**src/inc/ascs_regs.svh**
```systemverilog
`ifndef ASCS_REGS_SVH
`define ASCS_REGS_SVH
// register byte offsets
`define ASCS_CTRL_OFS 4'h0
`define ASCS_IRQ_STAT_OFS 4'h4
`define ASCS_IRQ_MASK_OFS 4'h8
`define ASCS_RESULT_OFS 4'hC
// control field positions
`define ASCS_DONE_BIT 0
`define ASCS_SAMPLE_ENABLE_BIT 1
`define ASCS_AUTO_SAMPLE_START_BIT 2
`define ASCS_CLR_BIT 4
`define ASCS_TRIG_LO 5
`define ASCS_TRIG_HI 7
// reset values
`define ASCS_CTRL_RST 32'h0000_0000
`define ASCS_MASK_RST 2'h0
// timing: fixed auto-trigger sample time and conversion time, in cycles
`define ASCS_AUTO_SAMPLE_NS 400
`define ASCS_CLK_NS 50
`define ASCS_AUTO_SAMPLE_CYC (`ASCS_AUTO_SAMPLE_NS / `ASCS_CLK_NS)
`define ASCS_CONV_CYC 12
`endif

```
**src/inc/ascs_pkg.sv**
```systemverilog
package ascs_pkg;
    typedef enum logic [1:0] {
        ASCS_IDLE = 2'b00,
        ASCS_SAMPLING = 2'b01,
        ASCS_CONVERTING = 2'b10
    } ascs_state_t;
    typedef logic [2:0] ascs_trig_t;
    typedef logic [9:0] ascs_result_t;
endpackage

```
**src/rtl/ascs_sequencer.sv**
```systemverilog
// Our own choices: the address map and the AXI4-Lite slave port.
`timescale 1ns/1ps
`default_nettype none
`include "ascs_regs.svh"
// Overview of operation
// - with stop bit set, first conversion interrupt clears auto-sample-start in hardware.
// - with stop bit clear, sequences keep running and overwrite the result.
// - auto-sample-start set: sampling restarts right after a conversion ends.
// - auto-sample-start clear: no sampling until sample-enable is set.
// - sample-enable reads one while acquiring, zero while holding.
// - with auto-sample-start clear, writing one to sample-enable starts sampling.
// - manual trigger source: writing zero to sample-enable ends sampling, starts conversion.
// - nonzero trigger source: hardware clears sample-enable and starts conversion.
// - done reads one after a conversion completes, zero before.
// - software clears done only by writing zero; writing one never sets it.
// - clearing done does not disturb sampling or conversion in progress.
// - hardware clears done whenever a new conversion starts.
// - bit 3 reads zero and ignores writes.
module ascs_sequencer (
    input wire logic clk_sys,
    input wire logic nrst,
    input wire logic clkEn,
    input wire logic [3:0] s_axi_awaddr,
    input wire logic s_axi_awvalid,
    output logic s_axi_awready,
    input wire logic [31:0] s_axi_wdata,
    input wire logic [3:0] s_axi_wstrb,
    input wire logic s_axi_wvalid,
    output logic s_axi_wready,
    output logic [1:0] s_axi_bresp,
    output logic s_axi_bvalid,
    input wire logic s_axi_bready,
    input wire logic [3:0] s_axi_araddr,
    input wire logic s_axi_arvalid,
    output logic s_axi_arready,
    output logic [31:0] s_axi_rdata,
    output logic [1:0] s_axi_rresp,
    output logic s_axi_rvalid,
    input wire logic s_axi_rready,
    input wire ascs_pkg::ascs_result_t convData,
    output logic sampleHold,
    output logic convStart,
    output logic irq
);
    import ascs_pkg::*;

    logic rstMeta_q, rstN;
    // reset released through two flops, asserted at once
    always_ff @(posedge clk_sys or negedge nrst) begin
        if (!nrst) begin
            rstMeta_q <= 1'b0;
            rstN <= 1'b0;
        end else begin
            rstMeta_q <= 1'b1;
            rstN <= rstMeta_q;
        end
    end

    ascs_state_t state_q, state_d;
    logic stopOnIrq_q, stopOnIrq_d, autoStart_q, autoStart_d;
    logic done_q, done_d;
    ascs_trig_t trig_q, trig_d;
    ascs_result_t result_q, result_d;
    logic [1:0] stat_q, stat_d, mask_q, mask_d;
    logic [4:0] timLoad;
    logic timLoadEn, timDone, convEnd;
    logic awHeld_q, awHeld_d, wHeld_q, wHeld_d;
    logic [3:0] awAddr_q, awAddr_d;
    logic [31:0] wData_q, wData_d;
    logic [3:0] wStrb_q, wStrb_d;
    logic bValid_d, arReady_d, rValid_d, awReady_d, wReady_d;
    logic [31:0] rData_d, ctrlView;
    logic wrFire, wrCtrl;
    logic [4:0] evt;

    // one timer serves both the auto sample window and the conversion
    ascs_conv_timer ascs_conv_timer_inst (
        .clk_sys(clk_sys),
        .rstN(rstN),
        .clkEn(clkEn),
        .load(timLoadEn),
        .loadVal(timLoad),
        .done(timDone)
    );

    assign wrFire = awHeld_q && wHeld_q && !s_axi_bvalid;
    assign wrCtrl = wrFire && (awAddr_q == `ASCS_CTRL_OFS) && wStrb_q[0];
    assign convEnd = (state_q == ASCS_CONVERTING) && timDone;

    // control bits read back; bit 3 is hardwired zero
    always_comb begin
        ctrlView = 32'h0000_0000;
        ctrlView[`ASCS_DONE_BIT] = done_q;
        ctrlView[`ASCS_SAMPLE_ENABLE_BIT] = (state_q == ASCS_SAMPLING);
        ctrlView[`ASCS_AUTO_SAMPLE_START_BIT] = autoStart_q;
        ctrlView[`ASCS_CLR_BIT] = stopOnIrq_q;
        ctrlView[`ASCS_TRIG_HI:`ASCS_TRIG_LO] = trig_q;
    end

    // sequence state: software writes steer it, hardware events move it
    always_comb begin
        state_d = state_q;
        stopOnIrq_d = stopOnIrq_q;
        autoStart_d = autoStart_q;
        trig_d = trig_q;
        done_d = done_q;
        result_d = result_q;
        timLoadEn = 1'b0;
        timLoad = 5'h00;
        if (wrCtrl) begin
            stopOnIrq_d = wData_q[`ASCS_CLR_BIT];
            autoStart_d = wData_q[`ASCS_AUTO_SAMPLE_START_BIT]; // bit 3 dropped
            trig_d = wData_q[`ASCS_TRIG_HI:`ASCS_TRIG_LO];
            if (!wData_q[`ASCS_DONE_BIT]) begin
                done_d = 1'b0;
            end
        end
        case (state_q)
            ASCS_IDLE: begin
                if (wrCtrl && wData_q[`ASCS_SAMPLE_ENABLE_BIT] && !autoStart_q) begin
                    state_d = ASCS_SAMPLING;
                end else if (autoStart_q) begin
                    state_d = ASCS_SAMPLING;
                end
                if (state_d == ASCS_SAMPLING && trig_d != 3'h0) begin
                    timLoadEn = 1'b1;
                    timLoad = 5'(`ASCS_AUTO_SAMPLE_CYC);
                end
            end
            ASCS_SAMPLING: begin
                if ((trig_q == 3'h0 && wrCtrl && !wData_q[`ASCS_SAMPLE_ENABLE_BIT])
                        || (trig_q != 3'h0 && timDone)) begin
                    state_d = ASCS_CONVERTING;
                    done_d = 1'b0;
                    timLoadEn = 1'b1;
                    timLoad = 5'(`ASCS_CONV_CYC);
                end else if (wrCtrl && wData_q[`ASCS_TRIG_HI:`ASCS_TRIG_LO] != 3'h0
                        && wData_q[`ASCS_TRIG_HI:`ASCS_TRIG_LO] != trig_q) begin
                    // covers a switch from manual to timed, which would else never end
                    timLoadEn = 1'b1; // trigger source changed mid-sample
                    timLoad = 5'(`ASCS_AUTO_SAMPLE_CYC);
                end
            end
            ASCS_CONVERTING: begin
                if (convEnd) begin
                    done_d = 1'b1;
                    result_d = convData; // overwrite
                    state_d = ASCS_IDLE;
                    if (stopOnIrq_q) begin
                        autoStart_d = 1'b0;
                    end
                    // auto restart of sampling happens from idle next cycle
                end
            end
            default: begin
                state_d = ASCS_IDLE;
            end
        endcase
    end

    // events: bit0 conversion complete, bit1 sequence stopped
    assign evt = {3'b000, convEnd && stopOnIrq_q, convEnd};

    // sticky status, write-one-to-clear; a new event beats the clear
    always_comb begin
        stat_d = stat_q;
        mask_d = mask_q;
        if (wrFire && awAddr_q == `ASCS_IRQ_STAT_OFS && wStrb_q[0]) begin
            stat_d = stat_q & ~wData_q[1:0];
        end
        if (wrFire && awAddr_q == `ASCS_IRQ_MASK_OFS && wStrb_q[0]) begin
            mask_d = wData_q[1:0];
        end
        stat_d = stat_d | evt[1:0];
    end

    // AXI4-Lite slave: address and data latched independently
    always_comb begin
        awHeld_d = awHeld_q;
        wHeld_d = wHeld_q;
        awAddr_d = awAddr_q;
        wData_d = wData_q;
        wStrb_d = wStrb_q;
        bValid_d = s_axi_bvalid;
        awReady_d = 1'b0;
        wReady_d = 1'b0;
        if (s_axi_awvalid && s_axi_awready) begin
            awHeld_d = 1'b1;
            awAddr_d = {s_axi_awaddr[3:2], 2'b00};
        end
        if (s_axi_wvalid && s_axi_wready) begin
            wHeld_d = 1'b1;
            wData_d = s_axi_wdata;
            wStrb_d = s_axi_wstrb;
        end
        if (wrFire) begin
            awHeld_d = 1'b0;
            wHeld_d = 1'b0;
            bValid_d = 1'b1;
        end else if (s_axi_bvalid && s_axi_bready) begin
            bValid_d = 1'b0;
        end
        awReady_d = !awHeld_d && !bValid_d && !s_axi_awready;
        wReady_d = !wHeld_d && !bValid_d && !s_axi_wready;
        rValid_d = s_axi_rvalid;
        rData_d = s_axi_rdata;
        arReady_d = 1'b0;
        if (s_axi_rvalid && s_axi_rready) begin
            rValid_d = 1'b0;
        end else if (s_axi_arvalid && s_axi_arready) begin
            rValid_d = 1'b1;
            case ({s_axi_araddr[3:2], 2'b00})
                `ASCS_CTRL_OFS: rData_d = ctrlView;
                `ASCS_IRQ_STAT_OFS: rData_d = {30'h0, stat_q};
                `ASCS_IRQ_MASK_OFS: rData_d = {30'h0, mask_q};
                `ASCS_RESULT_OFS: rData_d = {22'h0, result_q};
                default: rData_d = 32'h0000_0000;
            endcase
        end
        if (!rValid_d && !s_axi_arready && !(s_axi_arvalid && s_axi_arready)) begin
            arReady_d = 1'b1;
        end
    end

    always_ff @(posedge clk_sys or negedge rstN) begin
        if (!rstN) begin
            state_q <= ASCS_IDLE;
            stopOnIrq_q <= 1'b0;
            autoStart_q <= 1'b0;
            trig_q <= 3'h0;
            done_q <= 1'b0;
            result_q <= 10'h000;
            stat_q <= 2'h0;
            mask_q <= `ASCS_MASK_RST;
            awHeld_q <= 1'b0;
            wHeld_q <= 1'b0;
            awAddr_q <= 4'h0;
            wData_q <= 32'h0000_0000;
            wStrb_q <= 4'h0;
            s_axi_awready <= 1'b0;
            s_axi_wready <= 1'b0;
            s_axi_bvalid <= 1'b0;
            s_axi_arready <= 1'b0;
            s_axi_rvalid <= 1'b0;
            s_axi_rdata <= 32'h0000_0000;
            s_axi_bresp <= 2'b00;
            s_axi_rresp <= 2'b00;
            sampleHold <= 1'b0;
            convStart <= 1'b0;
            irq <= 1'b0;
        end else if (clkEn) begin
            state_q <= state_d;
            stopOnIrq_q <= stopOnIrq_d;
            autoStart_q <= autoStart_d;
            trig_q <= trig_d;
            done_q <= done_d;
            result_q <= result_d;
            stat_q <= stat_d;
            mask_q <= mask_d;
            awHeld_q <= awHeld_d;
            wHeld_q <= wHeld_d;
            awAddr_q <= awAddr_d;
            wData_q <= wData_d;
            wStrb_q <= wStrb_d;
            s_axi_awready <= awReady_d;
            s_axi_wready <= wReady_d;
            s_axi_bvalid <= bValid_d;
            s_axi_arready <= arReady_d;
            s_axi_rvalid <= rValid_d;
            s_axi_rdata <= rData_d;
            s_axi_bresp <= 2'b00; // always okay, kept in a flop like every output
            s_axi_rresp <= 2'b00;
            sampleHold <= (state_d == ASCS_SAMPLING);
            convStart <= (state_q == ASCS_SAMPLING) && (state_d == ASCS_CONVERTING);
            irq <= |(stat_d & mask_d);
        end
    end

    a_stop_clears_auto: assert property (@(posedge clk_sys) disable iff (!rstN)
        clkEn && convEnd && stopOnIrq_q |=> !autoStart_q)
        else $error("auto start survived stop on interrupt");
    a_done_on_end: assert property (@(posedge clk_sys) disable iff (!rstN)
        clkEn && convEnd |=> done_q)
        else $error("done not set at conversion end");
    a_done_cleared_start: assert property (@(posedge clk_sys) disable iff (!rstN)
        clkEn && convStart |-> !done_q)
        else $error("done still set at conversion start");
    a_auto_restart: assert property (@(posedge clk_sys) disable iff (!rstN)
        clkEn && state_q == ASCS_IDLE && autoStart_q |=> state_q == ASCS_SAMPLING || !clkEn)
        else $error("auto sampling did not restart");
    a_no_sample_idle: assert property (@(posedge clk_sys) disable iff (!rstN)
        clkEn && state_q == ASCS_IDLE && !autoStart_q && !wrCtrl |=> state_q != ASCS_SAMPLING)
        else $error("sampling began without request");
    a_sample_enable_reflects: assert property (@(posedge clk_sys) disable iff (!rstN)
        sampleHold == (state_q == ASCS_SAMPLING))
        else $error("sample output disagrees with state");
    a_manual_conv: assert property (@(posedge clk_sys) disable iff (!rstN)
        clkEn && state_q == ASCS_SAMPLING && trig_q == 3'h0 && wrCtrl
            && !wData_q[`ASCS_SAMPLE_ENABLE_BIT] |=> state_q == ASCS_CONVERTING)
        else $error("manual end of sample failed");
    a_done_one_no_set: assert property (@(posedge clk_sys) disable iff (!rstN)
        clkEn && !done_q && !convEnd |=> !done_q)
        else $error("done set without a conversion");
    a_clear_no_disturb: assert property (@(posedge clk_sys) disable iff (!rstN)
        clkEn && wrCtrl && state_q == ASCS_CONVERTING && !convEnd |=> state_q == ASCS_CONVERTING)
        else $error("clear disturbed conversion");
    a_irq_event: assert property (@(posedge clk_sys) disable iff (!rstN)
        clkEn && convEnd |=> stat_q[0])
        else $error("interrupt event missing");
endmodule // ascs_sequencer
`default_nettype wire

```
**src/rtl/ascs_conv_timer.sv**
```systemverilog
`timescale 1ns/1ps
`default_nettype none
`include "ascs_regs.svh"
// counts a run of cycles; pulses done when the load count has expired
module ascs_conv_timer (
    input wire logic clk_sys,
    input wire logic rstN,
    input wire logic clkEn,
    input wire logic load,
    input wire logic [4:0] loadVal,
    output logic done
);
    logic [4:0] cnt_q, cnt_d;
    logic done_d;
    // a new load restarts the run, so a stale count cannot leak over
    always_comb begin
        cnt_d = cnt_q;
        done_d = 1'b0;
        if (load) begin
            cnt_d = loadVal;
        end else if (cnt_q != 5'h00) begin
            cnt_d = cnt_q - 5'h01;
            done_d = (cnt_q == 5'h01);
        end
    end
    always_ff @(posedge clk_sys or negedge rstN) begin
        if (!rstN) begin
            cnt_q <= 5'h00;
            done <= 1'b0;
        end else if (clkEn) begin
            cnt_q <= cnt_d;
            done <= done_d;
        end
    end
endmodule // ascs_conv_timer
`default_nettype wire

```
**config.mk**
```make
export PLATFORM = sky130hd
export DESIGN_NAME = ascs_sequencer
export DESIGN_NICKNAME = d
export VERILOG_FILES = /design/src/inc/ascs_pkg.sv /design/src/rtl/ascs_sequencer.sv /design/src/rtl/ascs_conv_timer.sv
export VERILOG_INCLUDE_DIRS = /design/src /design/src/inc
export SDC_FILE = /design/constraint.sdc
export NUM_CORES = 1
export LEC_CHECK = 0
export ABC_AREA = 0
export BUFFER_PORTS_ARGS = -buffer_cell sky130_fd_sc_hd__clkbuf_2
export CORE_MARGIN = 2
export CORE_UTILIZATION = 42
export DETAILED_ROUTE_END_ITERATION = 6
export MAX_ROUTING_LAYER = met4
export PLACE_DENSITY_LB_ADDON = 0.1
export SLEW_MARGIN = 20
export SYNTH_ARGS = -nofsm -noshare
export SYNTH_HDL_FRONTEND = slang
export SYNTH_SLANG_ARGS = --single-unit
```
**constraint.sdc**
```tcl
create_clock -name clk_sys -period 2.5 [get_ports clk_sys]
set_input_delay 0.5 -clock clk_sys [delete_from_list [all_inputs] [get_ports clk_sys]]
set_output_delay 0.5 -clock clk_sys [all_outputs]
set_load 0.01 [all_outputs]
```
# [Word-level counts from Yosys, hierarchy flattened]
# Cells that the tools add are included.
[word_totals] ff_bits=83 in_bits=62 out_inout_bits=44 word_cells=142
[classes] n_addsub=1 eq_ne=12 mux=40 bitwise=5 n_reduce_logical=58
[ops] cell="one-hot mux 32 bit (4 select lines)" n=1
[ops] cell="logical AND 1 bit" n=30
[ops] cell="2-to-1 mux 1 bit" n=22
[ops] cell="2-to-1 mux 2 bit" n=7
[ops] cell="2-to-1 mux 4 bit" n=3
[ops] cell="logical NOT 1 bit" n=11
[ops] cell="== test 2 x 1 -> 1 bit (second input constant)" n=5
[ops] cell="== test 2 bit (second input constant)" n=5
[ops] cell="2-to-1 mux 5 bit" n=2
[ops] cell="nonzero test 3 bit" n=3
[ops] cell="one-hot mux 4 bit (2 select lines)" n=1
[ops] cell="AND reduction 2 bit" n=4
[ops] cell="one-hot mux 2 bit (3 select lines)" n=1
[ops] cell="AND reduction 3 bit" n=2
[ops] cell="== test 5 x 1 -> 1 bit (second input constant)" n=1
[ops] cell="nonzero test 5 bit" n=1
[ops] cell="subtractor 5 x 1 -> 5 bit (second input constant)" n=1
[ops] cell="bitwise AND 2 bit" n=2
[ops] cell="logical NOT 2 bit" n=2
[ops] cell="logical NOT 4 bit" n=1
[ops] cell="one-hot mux 1 bit (2 select lines)" n=2
[ops] cell="logical NOT 3 bit" n=1
[ops] cell="2-to-1 mux 3 bit" n=1
[ops] cell="inequality test 3 bit" n=1
[ops] cell="6 further kinds" n=6

# [Logic depth before layout (Yosys ltp)]
[logic_depth] word_depth=14 ltp_mapped=7 depth_no_buf=7

# [Hierarchy]
# A second synthesis with hierarchy kept.
[hier_totals] cells_unflattened=278 area_unflattened_um2=3083.0
[modules_own_cells] mod="ascs_sequencer" n_inst=1 cells_per_inst=240 area_per_inst_um2=2721.4 seq_area_each_um2=1351.3
[modules_own_cells] mod="ascs_conv_timer" n_inst=1 cells_per_inst=38 area_per_inst_um2=361.6 seq_area_each_um2=150.1

# [Least setup slack after synthesis]
# Ideal clock, no wire load.
[synth_timing] path_kind="flip-flop to flip-flop" start="reg trig_q[1]" end="reg convStart" setup_time_ns=0.120 t_arrival_ns=1.694 required_ns=2.380 setup_slack_ns=0.686 path_stages_with_launch=7 n_path_buf=0 synth_period_minus_slack_ns=1.814 cell_sequence="dfrtp_1 > or3_4 > and2_4 > or3_1 > nand2_1 > a21oi_2 > a41o_1"
[synth_via] elab_chain_cells=8 word_cells_on_any_way=10 classes_between="eq/ne: 1; mux: 2; reduce/logical: 7"
[synth_rtl] item="start, declared" line="ascs_sequencer.sv:62" source="ascs_trig_t trig_q, trig_d;"
[synth_rtl] item="start signal, assigned" line="ascs_sequencer.sv:255" source="trig_q <= trig_d;"
[synth_rtl] item="logical NOT 3 bit" line="ascs_sequencer.sv:131" source="if ((trig_q == 3'h0 && wrCtrl && !wData_q[`ASCS_SAMPLE_ENABLE_BIT])"
[synth_rtl] item="logical AND 1 bit (2 in a row)" line="ascs_sequencer.sv:131"
[synth_rtl] item="logical OR 1 bit (*)" line="ascs_sequencer.sv:131"
[synth_rtl] item="2-to-1 mux 2 bit (*)" line="ascs_sequencer.sv:131"
[synth_rtl] item="one-hot mux 2 bit (3 select lines) (*)" line="ascs_sequencer.sv:118" source="case (state_q)"
[synth_rtl] item="== test 2 bit (*)" line="ascs_sequencer.sv:274" source="convStart <= (state_q == ASCS_SAMPLING) && (state_d == ASCS_CONVERTING);"
[synth_rtl] item="logical AND 1 bit (*)" line="ascs_sequencer.sv:274"
[synth_rtl] item="end signal, assigned" line="ascs_sequencer.sv:274"
[synth_rtl] item="end, declared" line="ascs_sequencer.sv:42" source="output logic convStart,"
# Every way passes the cells marked *; elsewhere a longest branch is shown, timed or not.
# A chain may end at the register's enable or synchronous reset.

# [Worst setup path in the final report]
[layout_timing] start="reg wData_q[6]" end="reg ascs_conv_timer_inst.cnt_q[1]"
[layout_via] elab_chain_cells=8 word_cells_on_any_way=14 classes_between="eq/ne: 1; mux: 6; reduce/logical: 7"
[layout_rtl] item="start, declared" line="ascs_sequencer.sv:69" source="logic [31:0] wData_q, wData_d;"
[layout_rtl] item="start signal, assigned" line="ascs_sequencer.sv:263" source="wData_q <= wData_d;"
[layout_rtl] item="nonzero test 3 bit" line="ascs_sequencer.sv:137" source="end else if (wrCtrl && wData_q[`ASCS_TRIG_HI:`ASCS_TRIG_LO] != 3'h0"
[layout_rtl] item="logical AND 1 bit (2 in a row)" line="ascs_sequencer.sv:137"
[layout_rtl] item="2-to-1 mux 1 bit" line="ascs_sequencer.sv:137"
[layout_rtl] item="2-to-1 mux 1 bit" line="ascs_sequencer.sv:131"
[layout_rtl] item="one-hot mux 1 bit (2 select lines) (*)" line="ascs_sequencer.sv:118"
[layout_rtl] item="nonzero test 2 bit (no source line)"
[layout_rtl] item="AND reduction 2 bit (no source line)"
[layout_rtl] item="end signal, assigned" line="ascs_conv_timer.sv:31" source="cnt_q <= cnt_d;"
[layout_rtl] item="end, declared" line="ascs_conv_timer.sv:13" source="logic [4:0] cnt_q, cnt_d;"
# Marks and branches as above.

==> flow_metrics.py <==
metrics = {
    "route": {
        "via_count": 2351,
        "viasPerCell": 4.99,
        "drt-wirelength-per-cell_um": 13.6,
        "drt_wl_total_um": 6430,
        "drc": 0,
        "drt_iter0_drc": 109,
        "first_pass_iters": 4,
        "ant_nets": 0,
    },
    "sta": {
        "setup_viol": 0,
        "slew_viol_final": 0,
        "hold_violations": 0,
        "relSlewSlack_pct": 42.5,
        "fmax_mhz": 464,
        "max_slew.worst_pin.slew_ps": 863,
        "period_needed_ps": 2150,
        "setup_tns_ps": 0,
        "skew_ps": 8.10,
        "timing.final.crit_share_pct": 86.2,
        "rsz0062_at_grt": "no",
    },
    "floorplanning": {
        "rows": 31,
        "die_area_mm2": 0.00808,
        "die_w_um": 89.9,
        "pin_count": 106,
        "die_h_um": 89.9,
        "core-area_mm2": 0.00721,
        "start_util_pct": 43.0,
    },
    "worst_setup_path": {
        "start_kind": "register",
        "cp.arrival_ps": 2410,
        "timing.rr.start": "wData_q[6]",
        "critPathKind": "reg2reg",
        "worstReg2RegEnd": "ascs_conv_timer_inst.cnt_q[1]",
        "r2r_slack_ps": 350,
        "cp-end-kind": "register",
        "endpoint": "ascs_conv_timer_inst.cnt_q[1]",
        "reg2reg_depth": 6,
        "required_ps": 2750,
        "crit_start": "wData_q[6]",
        "path_max_fanout": 9,
    },
    "yosys": {
        "synth_top_family_by_area": "simple AND/OR/NAND/NOR gates",
        "ys_ff_latch": 60,
        "synth-simple-area-share_pct": 15.7,
        "synth.distinct_cells": 50,
        "syn_area_mm2": 0.00310,
        "synthAdderAreaFrac_pct": 2.83,
        "synth_top_area_share_pct": 48.4,
        "synth_xor_area_share_pct": 0.283,
        "syn_inst": 312,
        "synth-compound-area-share_pct": 13.0,
        "avgSynthCellArea_um2": 9.93,
        "synth.area.top_cells": "dfrtp_1, mux2_2, nand2_1",
        "synth_edf_count": 0,
        "synth_area_leader_cell": "dfrtp_1",
        "async_flop_share_pct": 100,
        "ys_warn_count": 0,
        "synthFlopType": "dfrtp_1",
        "muxShareOfSynthArea_pct": 9.65,
        "seq_area_frac_synth_pct": 48.4,
    },
    "cells_and_area": {
        "drive_gt1_share_pct": 26.6,
        "areaGrowthSynthToFinish_pct": 14.3,
        "layout.nets": 436,
        "finalInstanceArea_mm2": 0.00354,
        "nFillCells": 719,
        "num_antenna_cells": 0,
        "final_core_util_pct": 49.1,
    },
    "clock_tree": {
        "postCtsResizedCells": 0,
        "cts_buffers": 9,
        "clk_pin_slew_ps": 70,
        "insertion_delay_ps": 340,
        "ctsHoldBuffers": 1,
        "clockRootBuffer": "clkbuf_8",
        "cts_tree": "yes",
        "htreeDepth": 3,
        "cts_num_sinks": 60,
        "post_cts.repair.setup_buffers": 0,
        "cts_buffer_depth": 2,
    },
    "power_and_ir_drop": {
        "p_seq_share_pct": 46.8,
        "cellPowerDensity_mw_per_mm2": 1020,
        "p_switching_mw": 1.37,
        "total_power_mw": 3.61,
        "netSwitchingFraction_pct": 37.8,
        "clkPwrFrac_pct": 20.9,
        "peakVddDrop_v": 0.000410,
        "leakage_nw": 1.77,
        "intPower_mw": 2.24,
        "pwr-share-comb_pct": 32.2,
    },
    "global_routing": {
        "grt_pass1_wl_um": 11000,
        "grt_pass1_vias": 2260,
        "grt_max_degree": 40,
        "track_usage_pct": 17.4,
        "antenna_found_initial": 0,
        "overflow": 0,
    },
    "place": {
        "hpwl_um": 4640,
        "gp_congestion": 0.873,
        "port-buffer-count": 47,
        "place_area_mm2": 0.00336,
    },
    "min_path": {
        "min_path_type": "in2reg",
    },
    "run_status": {
        "status": "completed",
    },
    "run": {
        "max-cap-violations": 0,
    },
}
-- critical path, stage by stage, from the launching register on --
cell and delay (ps):
dfrtp_1 470, nor4_1 350, o21ai_0 130, o211ai_1 200
a2bb2oi_1 500, nand4_1 210, o22ai_1 210
-- layout make-up --
type | instances | area (µm²) | area share, %
sequential | 60 | 1500 | 42.4
multi-input combinational | 224 | 1390 | 39.1
timing repair buffer | 55 | 298 | 8.41
clock buffer | 9 | 124 | 3.50
tap | 99 | 124 | 3.50
inverter | 17 | 63.8 | 1.80
clock inverter | 7 | 43.8 | 1.24
-- cell usage after synthesis, types with 2 or more instances --
library cell	instances
nand3_1	9
nor4_1	4
nor2_1	8
a21oi_1	9
mux2i_1	4
dfrtp_1	60
clkbuf_1	7
nand4b_1	2
inv_1	17
buf_4	26
mux4_2	2
a21o_1	2
conb_1	2
or3_1	2
or2_2	2
nand4_1	2
o21ai_0	22
nand2b_1	2
and2_1	2
nor2b_1	2
a31oi_1	6
o22ai_1	3
ha_1	7
and3_1	3
nor3_1	3
mux2_2	19
nand2_1	54
o211ai_1	2
a22oi_1	8
-- cells by family (layout without fill, tap and decap cells) --
| logic type | after synthesis | in the layout |
|---|---|---|
| adder cells (fa/ha/maj) | 7 | 7 |
| multiplexers | 25 | 25 |
| other | 2 | 27 |
| AND/OR/NAND/NOR | 101 | 101 |
| buffers and inverters | 53 | 88 |
| AO/OA/AOI/OAI | 63 | 63 |
| flip-flops | 60 | 60 |
| XOR/XNOR | 1 | 1 |
-- registers in the layout, indices dropped and copies added, names as in the netlist, 2 cells and up --
| name | count |
|---|---|
| result_q | 10 |
| ascs_conv_timer_inst.cnt_q | 5 |
| trig_q | 3 |
| wData_q | 7 |
| mask_q | 2 |
| stat_q | 2 |
| awAddr_q | 2 |
| s_axi_rdata | 10 |
| state_q | 2 |
-- worst min-delay path by stage --
stage | startpoint | endpoint | slack (ps) | depth (start not counted)
final | convData[8] | result_q[8] | 350 | 3
after global routing | convData[6] | result_q[6] | 350 | 3
after floorplan | nrst | rstMeta_q | 200 | 0
after CTS | convData[8] | result_q[8] | 330 | 3
after global placement | nrst | rstMeta_q | 290 | 1
after detailed placement | nrst | rstMeta_q | 290 | 1
-- stage by stage --
| stage | worst slack [ps] | std cells | hold slack, ps |
|---|---|---|---|
| 6_report | 346 | 471 | 349 |
| 5_1_grt | 152 | 471 | 348 |
| 4_1_cts | 378 | 471 | 334 |
| 3_5_place_dp | 401 | 454 | 286 |
| 3_3_place_gp | 429 | 454 | 286 |
| 2_1_floorplan | 686 | 337 | 204 |
-- layer usage --
metal / up-vias / routed length [µm] / global-route usage (%)
li1: 1151 / - / -
met1: 1113 / 3160 / 24.1
met2: 75 / 2800 / 25.0
met3: 12 / 332 / 3.77
met4: 0 / 131 / 7.44
met5: - / 0 / -
-- cells in the final DEF (no fill, tap or decap), types with 3 or more instances in the layout --
| master | count |
|---|---|
| dfrtp_1 | 59 |
| nand2_1 | 54 |
| clkbuf_2 | 47 |
| conb_1 | 27 |
| o21ai_0 | 22 |
| mux2_2 | 19 |
| inv_1 | 17 |
| a21oi_1 | 9 |
| nand3_1 | 9 |
| clkbuf_8 | 9 |
| nor2_1 | 8 |
| a22oi_1 | 8 |
| ha_1 | 7 |
| buf_4 | 7 |
| a31oi_1 | 6 |
| nor4_1 | 4 |
| mux2i_1 | 4 |
| clkinv_2 | 4 |
| and3_1 | 3 |
| o22ai_1 | 3 |
| nor3_1 | 3 |
-- power groups by stage --
stage,Combinational (mW),Clock (mW),Sequential (mW)
2_1_floorplan,0.926,0,1.61
3_3_place_gp,1.14,0,1.70
3_5_place_dp,1.17,0,1.71
4_1_cts,1.17,0.778,1.69
5_1_grt,1.31,0.825,1.77
6_report,1.16,0.755,1.69
Power figures use the tool's default switching activity.
